### src/ric_pkg.sv
// Purpose: constants and types for the reference input conditioner
// Assumes: avalon-mm word registers, 25 MHz system clock
// Notes: offsets are byte addresses of 32-bit words
package ric_pkg;
  localparam int unsigned CLK_HZ = 25000000;
  localparam int unsigned LOS_TIME_US = 1000;
  localparam int unsigned LOS_CYCLES = (LOS_TIME_US * (CLK_HZ / 1000000));
  localparam logic [7:0] OFF_CTRL = 8'h00;
  localparam logic [7:0] OFF_STATUS = 8'h04;
  localparam logic [7:0] OFF_MASK = 8'h08;
  localparam logic [7:0] OFF_LIMIT = 8'h0c;
  localparam logic [7:0] OFF_DIVLO = 8'h10;
  localparam logic [7:0] OFF_DIVHI = 8'h14;
  localparam logic [7:0] OFF_FRAC = 8'h18;
  localparam logic [7:0] OFF_INCFG = 8'h1c;
  localparam logic [7:0] OFF_FREQ = 8'h20;
  localparam int unsigned CTRL_MODE_LSB = 0;
  localparam int unsigned CTRL_PDN_BIT = 3;
  localparam int unsigned CTRL_AVG_BIT = 4;
  localparam int unsigned CTRL_SLOW_BIT = 5;
  localparam logic [31:0] CTRL_RESET = 32'h0000_0008;
  localparam logic [31:0] LIMIT_RESET = 32'h0000_ffff;
  localparam logic [2:0] MODE_AUTO = 3'h0;
  localparam logic [2:0] MODE_FREE = 3'h1;
  localparam logic [2:0] MODE_HOLD = 3'h2;
  localparam logic [2:0] MODE_LOCK = 3'h4;
  localparam logic [3:0] RATE_8K = 4'h0;
  localparam logic [3:0] RATE_T1E1 = 4'h1;
  localparam logic [3:0] RATE_648M = 4'h2;
  localparam logic [3:0] RATE_2K = 4'h9;
  localparam logic [3:0] RATE_4K = 4'ha;
  localparam logic [3:0] RATE_1PPS = 4'hb;
  localparam logic [3:0] RATE_625M = 4'hc;
  localparam logic [1:0] PRE_BYPASS = 2'h0;
  localparam logic [1:0] PRE_DIV4 = 2'h1;
  localparam logic [1:0] PRE_DIV5 = 2'h2;
  localparam int unsigned AVG_SHIFT = 10;
  typedef enum logic [1:0] {RIC_FREE, RIC_LOCK, RIC_HOLD} ric_state_t;
endpackage

### src/ric_top.sv
// Purpose: reference input conditioner, secondary loop mode control
// Assumes: one clock domain; composite pins and sel inputs asynchronous
// Notes: registers on avalon-mm, one wait state on every access
//
// Contract
// mode field: auto, free, holdover, locked
// loop powered down after reset
// auto mode re-evaluates on selection changes
// auto: free, locked when selected, else holdover
// free-run ignores all references
// locked follows selected input frequency
// average off: hold instantaneous integral value
// average on: hold averaged frequency
// output frequency clamped to hard limit
// composite violation flags, masked interrupt request
// software sets slow tone bit correctly
// four-bit field picks sync pin
// sync inputs three to fourteen, rate matched
// composite inputs fixed 8 kHz, bypass divider
// target rate codes, others reserved
// software bypasses divider for slow inputs
// high-rate prescaler divide 4, 5, bypass
// software bypasses integer divider for sync
// factor loaded low byte then high
// factor equals input over target minus one
// fractional divider 16-bit over 16-bit
// input quality monitored continuously
// loss after 1 ms low, hysteretic release
// loss raises interrupt, disqualifies input
//
// The register addresses and the Avalon-MM interface to the registers were chosen for this implementation.
module ric_top
  import ric_pkg::*;
#(
  parameter int unsigned LOS_COUNT = LOS_CYCLES
) (
  // clock and reset
  input wire logic clk_sys,
  input wire logic rstn,
  // avalon-mm slave
  input wire logic [7:0] address,
  input wire logic read,
  input wire logic write,
  input wire logic [31:0] writedata,
  output logic [31:0] readdata,
  output logic waitrequest,
  // composite inputs: amplitude comparators and structure checker
  input wire logic [1:0] composite_low_amp,
  input wire logic [1:0] composite_high_amp,
  input wire logic [1:0] composite_struct_bad,
  // secondary loop selection and integral path
  input wire logic sel_valid,
  input wire logic [3:0] sel_input,
  input wire logic [31:0] integral_freq,
  // outputs
  output logic int_req,
  output logic [1:0] secondary_loop_state,
  output logic [31:0] loop_freq,
  output logic [3:0] sync_pin_select,
  output logic [3:0] target_rate,
  output logic [1:0] high_rate_prescale,
  output logic [14:0] integer_divide_factor,
  output logic [31:0] frac_ratio,
  output logic [1:0] composite_disqualify
);
  localparam int unsigned LOSW = $clog2(LOS_COUNT + 1);

  typedef struct packed {
    logic [31:0] ctrl;
    logic [31:0] limit;
    logic [31:0] frac;
    logic [14:0] divf;
    logic [7:0] divlo;
    logic [13:0] incfg;
    logic [3:0] mask;
    logic [1:0] viol;
    logic [1:0] lost;
    logic [LOSW-1:0] cnt0;
    logic [LOSW-1:0] cnt1;
    logic [1:0] s1_lo, s2_lo, s1_hi, s2_hi, s1_bad, s2_bad;
    logic s1_v, s2_v;
    logic [3:0] s1_sel, s2_sel;
    logic prev_v;
    logic [3:0] prev_sel;
    ric_state_t st;
    logic [31:0] hold_freq;
    logic [31:0] avg_freq;
    logic [31:0] freq;
    logic ack;
    logic [31:0] rdata;
    logic irq;
    // registered output decode
    logic [3:0] rate;
    logic [1:0] pres;
    logic [14:0] divo;
  } ric_s_t;

  ric_s_t s_reg, s_next;

  logic [2:0] mode;
  logic pdn;
  logic [31:0] raw_freq;
  logic [31:0] lim_lo;
  logic [31:0] lim_hi;
  logic [3:0] port_id;
  logic composite_sel;
  logic [33:0] avg_sum;

  always_comb begin
    s_next = s_reg;
    mode = s_reg.ctrl[CTRL_MODE_LSB +: 3];
    pdn = s_reg.ctrl[CTRL_PDN_BIT];
    port_id = s_reg.incfg[3:0];
    composite_sel = (port_id < 4'h2);
    // input synchronisers, first stage read only by second
    s_next.s1_lo = composite_low_amp;
    s_next.s2_lo = s_reg.s1_lo;
    s_next.s1_hi = composite_high_amp;
    s_next.s2_hi = s_reg.s1_hi;
    s_next.s1_bad = composite_struct_bad;
    s_next.s2_bad = s_reg.s1_bad;
    s_next.s1_v = sel_valid;
    s_next.s2_v = s_reg.s1_v;
    s_next.s1_sel = sel_input;
    s_next.s2_sel = s_reg.s1_sel;
    s_next.prev_v = s_reg.s2_v;
    s_next.prev_sel = s_reg.s2_sel;

    // loss detect: counter runs while amplitude low
    if (s_reg.s2_lo[0]) begin
      if (s_reg.cnt0 != LOSW'(LOS_COUNT)) s_next.cnt0 = s_reg.cnt0 + 1'b1;
    end else begin
      s_next.cnt0 = '0;
    end
    if (s_reg.s2_lo[1]) begin
      if (s_reg.cnt1 != LOSW'(LOS_COUNT)) s_next.cnt1 = s_reg.cnt1 + 1'b1;
    end else begin
      s_next.cnt1 = '0;
    end
    // release only above the higher threshold; in between it holds
    if (s_reg.cnt0 == LOSW'(LOS_COUNT)) s_next.lost[0] = 1'b1;
    else if (s_reg.s2_hi[0]) s_next.lost[0] = 1'b0;
    if (s_reg.cnt1 == LOSW'(LOS_COUNT)) s_next.lost[1] = 1'b1;
    else if (s_reg.s2_hi[1]) s_next.lost[1] = 1'b0;

    // holdover average: first-order filter, narrow bandwidth
    // arithmetic shift keeps negative offsets; carries above bit 31 are dropped
    avg_sum = {2'h0, s_reg.avg_freq} - {2'h0, 32'($signed(s_reg.avg_freq) >>> AVG_SHIFT)}
      + {2'h0, 32'($signed(integral_freq) >>> AVG_SHIFT)};
    // loop state machine
    if (pdn) begin
      s_next.st = RIC_FREE;
    end else begin
      case (mode)
        MODE_FREE: s_next.st = RIC_FREE;
        MODE_HOLD: s_next.st = RIC_HOLD;
        MODE_LOCK: s_next.st = RIC_LOCK;
        MODE_AUTO: begin
          // a changed selection is a re-evaluation point
          if (s_reg.s2_v) s_next.st = RIC_LOCK;
          else if (s_reg.st != RIC_FREE || s_reg.prev_v) s_next.st = RIC_HOLD;
          else s_next.st = s_reg.st;
        end
        default: s_next.st = s_reg.st;
      endcase
    end
    if (s_reg.st == RIC_LOCK) begin
      s_next.hold_freq = integral_freq;
      s_next.avg_freq = avg_sum[31:0];
    end
    case (s_reg.st)
      RIC_LOCK: raw_freq = integral_freq;
      RIC_HOLD: raw_freq = s_reg.ctrl[CTRL_AVG_BIT] ? s_reg.avg_freq : s_reg.hold_freq;
      default: raw_freq = 32'h0;
    endcase
    lim_hi = {16'h0, s_reg.limit[15:0]};
    lim_lo = 32'(-$signed(lim_hi));
    if (pdn) s_next.freq = 32'h0;
    else if ($signed(raw_freq) > $signed(lim_hi)) s_next.freq = lim_hi;
    else if ($signed(raw_freq) < $signed(lim_lo)) s_next.freq = lim_lo;
    else s_next.freq = raw_freq;

    // violation flags; set beats a clearing write
    if (write && s_reg.ack && address == OFF_STATUS) begin
      s_next.viol = s_reg.viol & ~writedata[1:0];
    end
    s_next.viol = s_next.viol | s_reg.s2_bad;
    s_next.irq = |((s_reg.viol & s_reg.mask[1:0]) | (s_reg.lost & s_reg.mask[3:2]));

    // avalon slave: one wait cycle then ack
    s_next.ack = (read || write) && !s_reg.ack;
    s_next.rdata = 32'h0;
    // writes land only on the edge that sees waitrequest low
    if (write && s_reg.ack) begin
      case (address)
        OFF_CTRL: s_next.ctrl = {26'h0, writedata[5:0]};
        OFF_MASK: s_next.mask = writedata[3:0];
        OFF_LIMIT: s_next.limit = {16'h0, writedata[15:0]};
        OFF_DIVLO: s_next.divlo = writedata[7:0];
        OFF_DIVHI: s_next.divf = {writedata[6:0], s_reg.divlo};
        OFF_FRAC: s_next.frac = writedata;
        OFF_INCFG: s_next.incfg = writedata[13:0];
        default: s_next.rdata = 32'h0;
      endcase
    end
    if (read && !s_reg.ack) begin
      case (address)
        OFF_CTRL: s_next.rdata = s_reg.ctrl;
        OFF_STATUS: s_next.rdata = {26'h0, s_reg.st, s_reg.lost, s_reg.viol};
        OFF_MASK: s_next.rdata = {28'h0, s_reg.mask};
        OFF_LIMIT: s_next.rdata = s_reg.limit;
        OFF_DIVLO: s_next.rdata = {24'h0, s_reg.divlo};
        OFF_DIVHI: s_next.rdata = {17'h0, s_reg.divf};
        OFF_FRAC: s_next.rdata = s_reg.frac;
        OFF_INCFG: s_next.rdata = {18'h0, s_reg.incfg};
        OFF_FREQ: s_next.rdata = s_reg.freq;
        default: s_next.rdata = 32'h0;
      endcase
    end

    // decode from the next configuration so outputs land with the write;
    // composite inputs ignore rate, prescale and factor fields
    if (s_next.incfg[3:0] < 4'h2) begin
      s_next.rate = RATE_8K;
      s_next.pres = PRE_BYPASS;
      s_next.divo = 15'h0;
    end else begin
      s_next.rate = s_next.incfg[7:4]; // reserved codes pass as written
      s_next.divo = s_next.divf;
      if (s_next.incfg[3:0] <= 4'h7) s_next.pres = s_next.incfg[9:8];
      else s_next.pres = PRE_BYPASS;
    end
  end

  always_ff @(posedge clk_sys or negedge rstn) begin
    if (!rstn) begin
      s_reg <= '0;
      s_reg.ctrl <= CTRL_RESET;
      s_reg.limit <= LIMIT_RESET;
      s_reg.st <= RIC_FREE;
    end else begin
      s_reg <= s_next;
    end
  end

  // decoded outputs are registered beside the configuration they follow
  assign target_rate = s_reg.rate;
  assign high_rate_prescale = s_reg.pres;
  assign sync_pin_select = s_reg.incfg[13:10];
  assign integer_divide_factor = s_reg.divo;
  assign frac_ratio = s_reg.frac;
  assign composite_disqualify = s_reg.lost;
  assign secondary_loop_state = s_reg.st;
  assign loop_freq = s_reg.freq;
  assign int_req = s_reg.irq;
  assign readdata = s_reg.rdata;
  assign waitrequest = !s_reg.ack;
endmodule

### config.mk
export PLATFORM = sky130hd
export DESIGN_NAME = ric_top
export DESIGN_NICKNAME = d
export VERILOG_FILES = /design/src/ric_pkg.sv /design/src/ric_top.sv
export SDC_FILE = /design/constraint.sdc
export NUM_CORES = 1
export LEC_CHECK = 0
export ABC_AREA = 1
export BUFFER_PORTS_ARGS = -buffer_cell sky130_fd_sc_hd__buf_2
export CORE_AREA = 8 8 184 186
export CTS_CLUSTER_DIAMETER = 150
export DETAILED_ROUTE_END_ITERATION = 12
export DIE_AREA = 0 0 192 194
export GPL_ROUTABILITY_DRIVEN = 0
export PLACE_DENSITY = 0.81
export SETUP_SLACK_MARGIN = 0.2
export SYNTH_ARGS = -nofsm -noshare
export SYNTH_HDL_FRONTEND = slang
export SYNTH_SLANG_ARGS = --single-unit
### constraint.sdc
create_clock -name clk_sys -period 3.4 [get_ports clk_sys]
set_input_delay 0.68 -clock clk_sys [delete_from_list [all_inputs] [get_ports clk_sys]]
set_output_delay 0.68 -clock clk_sys [all_outputs]
set_load 0.005 [all_outputs]
# Word level (Yosys, flattened, before mapping)
# Index checks and enable logic that the tools add are counted.
totals:
  elab_cells: 115
  regBits: 297
op_classes:
  add_sub_neg: 5
  muxes: 27
  reduce_logical: 21
  bitwise_logic: 6
  magnitude_cmp: 4
  n_eq_ne: 20
ops:
  columns: ["operator", "count"]
  rows:
  - ["$pmux 32 s9", 1]
  - ["$mux 32", 5]
  - ["$mux 15", 5]
  - ["$pmux 32 s2", 1]
  - ["$mux 41", 1]
  - ["$add 32x22->32", 1]
  - ["$eq 8x5->1 const B", 4]
  - ["$gt 32x17->1", 1]
  - ["$lt 32x32->1", 1]
  - ["$neg 16->32", 1]
  - ["$sub 32x32->32", 1]
  - ["$add 15x1->15 const B", 2]
  - ["$eq 15x15->1 const B", 2]
  - ["$ne 15x15->1 const B", 2]
  - ["$mux 21", 1]
  - ["$eq 8x4->1 const B", 2]
  - ["$mux 14", 1]
  - ["$reduce_and 2->1", 7]
  - ["$mux 2", 5]
  - ["$eq 8x3->1 const B", 1]
  - ["$eq 8x6->1 const B", 1]
  - ["$logic_not 8->1", 1]
  - ["$mux 8", 1]
  - ["$pmux 2 s4", 1]
  - ["21 further kinds", 34]

# Longest topological paths before layout
logic_depth:
  word_depth: 6
  mapped_depth: 27
  mapped_depth_nobuf: 23

# Worst setup path before layout
# OpenSTA, ideal clock, no wires.
synth_path:
  kind: "register -> register"
  from: "reg s_reg, in the netlist lim_hi[1]"
  to: "reg s_reg, in the netlist loop_freq[22]"
  required_ns: 3.281
  path_buffers: 1
  path_stages_with_launch: 23
  t_arrival_ns: 2.958
  period_less_slack_ns: 3.076
  slack_ns: 0.324
  path_cell_list: "dfstp_2 -> inv_1 -> nand3_1 -> nor2_2 -> nand4_1 -> nor2_1 -> nand3_2 -> nor2_1 -> ha_1 -> ha_1 -> nand2_1 -> nor2_1 -> nand2_1 -> nor2_1 -> nand2_1 -> nand2_1 -> nor2_1 -> nand2_2 -> nand2_2 -> nand2_4 -> clkbuf_4 -> nor2_1 -> nor2_2"
synth_rtl:
  columns: ["element", "line_no", "text"]
  rows:
  - ["start, declared", "ric_top.sv:98", "ric_s_t s_reg, s_next;"]
  - ["start signal, assigned", "ric_top.sv:242", "s_reg <= s_next;"]

==> results.sh <==
export IMPL_coreArea_um2=31100
export IMPL_grt_overflow=0
export IMPL_ys_flop_type="dfrtp_1"
export IMPL_via_count=16200
export IMPL_synth_seq_cells=297
export IMPL_yosys_area_share_xor_xnor_pct=1.20
export IMPL_pre_cts_slack_ps=-50.4
export IMPL_setup_violations=0
export IMPL_drt_initial_drc_count=1695
export IMPL_max_slew_margin_pct=40.4
export IMPL_drcViolationCount=0
export IMPL_ir_drop_mv=0.639
export IMPL_r2r_cells=20
export IMPL_syn_cell_area_um2=18300
export IMPL_ys_warnings_count=0
export IMPL_nets=2633
export IMPL_grt_util_all_layers_pct=25.3
export IMPL_grt_first_pass_wirelength_um=78100
export IMPL_period_minus_slack_ps=3280
export IMPL_swShare_pct=43.8
export IMPL_p_seq_share_pct=25.3
export IMPL_r2r_start="lim_hi[5]$_DFFE_PN1P_"
export IMPL_synthArstFlopShare_pct=100
export IMPL_cp_end_kind="flop"
export IMPL_power_density_nw_per_um2=813
export IMPL_drive_gt1_share_pct=19.6
export IMPL_antenna_found_initial=3
export IMPL_viasPerCell=5.69
export IMPL_maxCapViolations=0
export IMPL_cts_tree="yes"
export IMPL_grt_max_degree=85
export IMPL_leakage_nw=10.8
export IMPL_power_internal_w=0.00948
export IMPL_dr_pass1_iters=8
export IMPL_hold_viol_final=0
export IMPL_design_area_um2=20700
export IMPL_postSynthCellCount=2319
export IMPL_ant_nets=0
export IMPL_dpl_cell_count=2779
export IMPL_synthSimpleGateAreaFrac_pct=21.6
export IMPL_comb_power_share_pct=52.9
export IMPL_ctsHoldBuffers=0
export IMPL_synth_top_area_share_pct=38.3
export IMPL_synth_compound_area_share_pct=11.9
export IMPL_fmax_mhz=305
export IMPL_cts_htree_levels=1
export IMPL_yosysSeqAreaShare_pct=40.8
export IMPL_worstPathArrival_ps=3780
export IMPL_p_sw_w=0.00737
export IMPL_clk_latency_ps=570
export IMPL_start_util_pct=58.8
export IMPL_pwr_share_clk_pct=21.8
export IMPL_min_path_type="in -> async"
export IMPL_die_y_um=194
export IMPL_rows=65
export IMPL_syn_nets=2526
export IMPL_die_w_um=192
export IMPL_gr_usage_met2_pct=40.3
export IMPL_ctsLongestPathBuffers=3
export IMPL_grt_use_met1_pct=34.7
export IMPL_syn_avg_cell_area_um2=7.88
export IMPL_synth_cell_types=48
export IMPL_skew_ps=19.6
export IMPL_rsz0062_at_grt="true"
export IMPL_grt_pass1_vias=15500
export IMPL_grt_busiest_layer="met2"
export IMPL_synth_most_common_cell="nand2_1"
export IMPL_largest_register_ffs=139
export IMPL_slew_viol_final=0
export IMPL_synth_top_area_cell="dfrtp_1"
export IMPL_avgRoutedWirePerCell_um=17.5
export IMPL_synthTopCellsByCount="548 x nand2_1, 333 x inv_1, 280 x dfrtp_1, 177 x o21ai_0, 148 x a21oi_1"
export IMPL_dp_hpwl_um=36400
export IMPL_final_cells=2852
export IMPL_place_area_um2=19000
export IMPL_synth_top_family_by_area="simple AND/OR/NAND/NOR gates"
export IMPL_synth_area_leaders="dfrtp_1 38%, nand2_1 11%, inv_1 6.8%"
export IMPL_pin_count=214
export IMPL_cp_startpoint="lim_hi[5]$_DFFE_PN1P_"
export IMPL_finalCritPeriodShare_pct=96.5
export IMPL_muxShareOfSynthArea_pct=1.05
export IMPL_setup_slack_ps=118
export IMPL_worst_pin_slew_ps=893
export IMPL_critPathRequiredTime_ps=3900
export IMPL_die_area_um2=37200
export IMPL_r2r_end="loop_freq[18]$_DFF_PN0_"
export IMPL_io_buffers=209
export IMPL_rrSetupSlack_ps=120
export IMPL_crit_type="reg -> reg"
export IMPL_clock_sinks=297
export IMPL_clk_pin_slew_worst_paths_ps=70
export IMPL_synth_edf_count=0
export IMPL_antenna_cells=0
export IMPL_crit_path_start_kind="flop"
export IMPL_syn2layout_area_growth_pct=13.4
export IMPL_path_max_fanout=8
export IMPL_wirelength_um=49800
export IMPL_numCtsBuffers=30
export IMPL_cts_root_buf="clkbuf_16"
export IMPL_status="finished, final reports clean"
export IMPL_n_fill_cell=2435
export IMPL_grt_util_met3_pct=4.64
export IMPL_synthAdderAreaFrac_pct=9.49
## worst max-delay path by stage
| stage | end | slack [ps] | cells past startpoint |
|---|---|---|---|
| after floorplan | loop_freq[22]$_DFF_PN0_ | 320 | 22 |
| after global placement | loop_freq[16]$_DFF_PN0_ | 90 | 22 |
| after detailed placement | loop_freq[16]$_DFF_PN0_ | -50 | 22 |
| after CTS | loop_freq[0]$_DFF_PN0_ | 190 | 23 |
| after global routing | loop_freq[29]$_DFF_PN0_ | -20 | 20 |
| final | loop_freq[18]$_DFF_PN0_ | 120 | 20 |
## critical path, stage by stage, from the launching register on
cell and delay, ps:
dfstp_2 400, nor2_2 140, nand3_2 100, nor2_4 110, nand4_1 130, nor2_1 150, nand3_2 120, buf_6 170
nor3_4 220, ha_4 240, a21oi_2 120, nor2_1 60, nor3_1 190, nand2_1 130, nor2_4 230, nand2_4 110
nand2_4 90, nand2_4 70, nand2_2 80, nand3_4 160, nor2_2 180
## per-stage QoR
stage | hold slack [ps] | utilization [%] | power, W | TNS [ps]
3_3_place_gp | 331 | 61.2 | 0.0122 | 0
4_1_cts | 124 | 65.2 | 0.0164 | 0
6_report | 98.6 | 66.7 | 0.0168 | 0
5_1_grt | 142 | 66.7 | 0.0180 | -29.1
2_1_floorplan | 331 | - | 0.0104 | 0
3_5_place_dp | 336 | 61.2 | 0.0126 | -288
## logic make-up (layout without fill, tap and decap cells)
| group | Yosys count | after routing |
|---|---|---|
| compound gates | 401 | 401 |
| flops | 297 | 297 |
| simple gates | 925 | 925 |
| mux | 17 | 17 |
| fa+ha+maj | 120 | 120 |
| xor+xnor | 25 | 25 |
| buf+inv | 534 | 665 |
## metal layers
metal	share of wire, %	vias up	wire [µm]
met4	2.7	6	1360
met5	0.082	-	41
met2	47	885	23300
li1	-	7533	-
met1	41	7672	20600
met3	9.2	135	4600
## final cells by class
class	count	area (µm²)	share of cell area [%]
multi-input combinational	1488	8680	41.9
sequential	297	7450	36.0
timing repair buffer	270	1680	8.11
inverter	339	1290	6.23
clock buffer	36	805	3.88
tap	402	503	2.43
clock inverter	20	302	1.46
## timing repair
item / in CTS / in global routing
gates resized for setup: 28 / 82
endpoints found under the setup margin: 31 / 32
setup buffers: 3 / 12
cloned: 0 / 2
pin swaps: 8 / 26
## cell usage in the layout, fill, tap and decap left out, types with 21 or more instances in the layout
cell | synthesis | final
a21oi_1 | 148 | 121
a21oi_2 | 0 | 26
buf_2 | 14 | 208
buf_4 | 129 | 46
clkbuf_16 | 0 | 32
dfrtp_1 | 280 | 280
fa_1 | 31 | 31
ha_1 | 89 | 83
inv_1 | 333 | 327
nand2_1 | 548 | 539
nand3_1 | 135 | 128
nand4_1 | 21 | 21
nor2_1 | 134 | 114
nor2_2 | 15 | 27
nor3_1 | 30 | 27
o21ai_0 | 177 | 177
## power by group through the flow
stage / registers (W) / logic [W] / clock network (W)
after floorplan: 0.00423 / 0.00615 / 0
after global placement: 0.00431 / 0.00794 / 0
after detailed placement: 0.00432 / 0.00826 / 0
after CTS: 0.00426 / 0.00840 / 0.00371
after global routing: 0.00431 / 0.00987 / 0.00385
final: 0.00427 / 0.00891 / 0.00367
(Power assumes the default switching activity.)
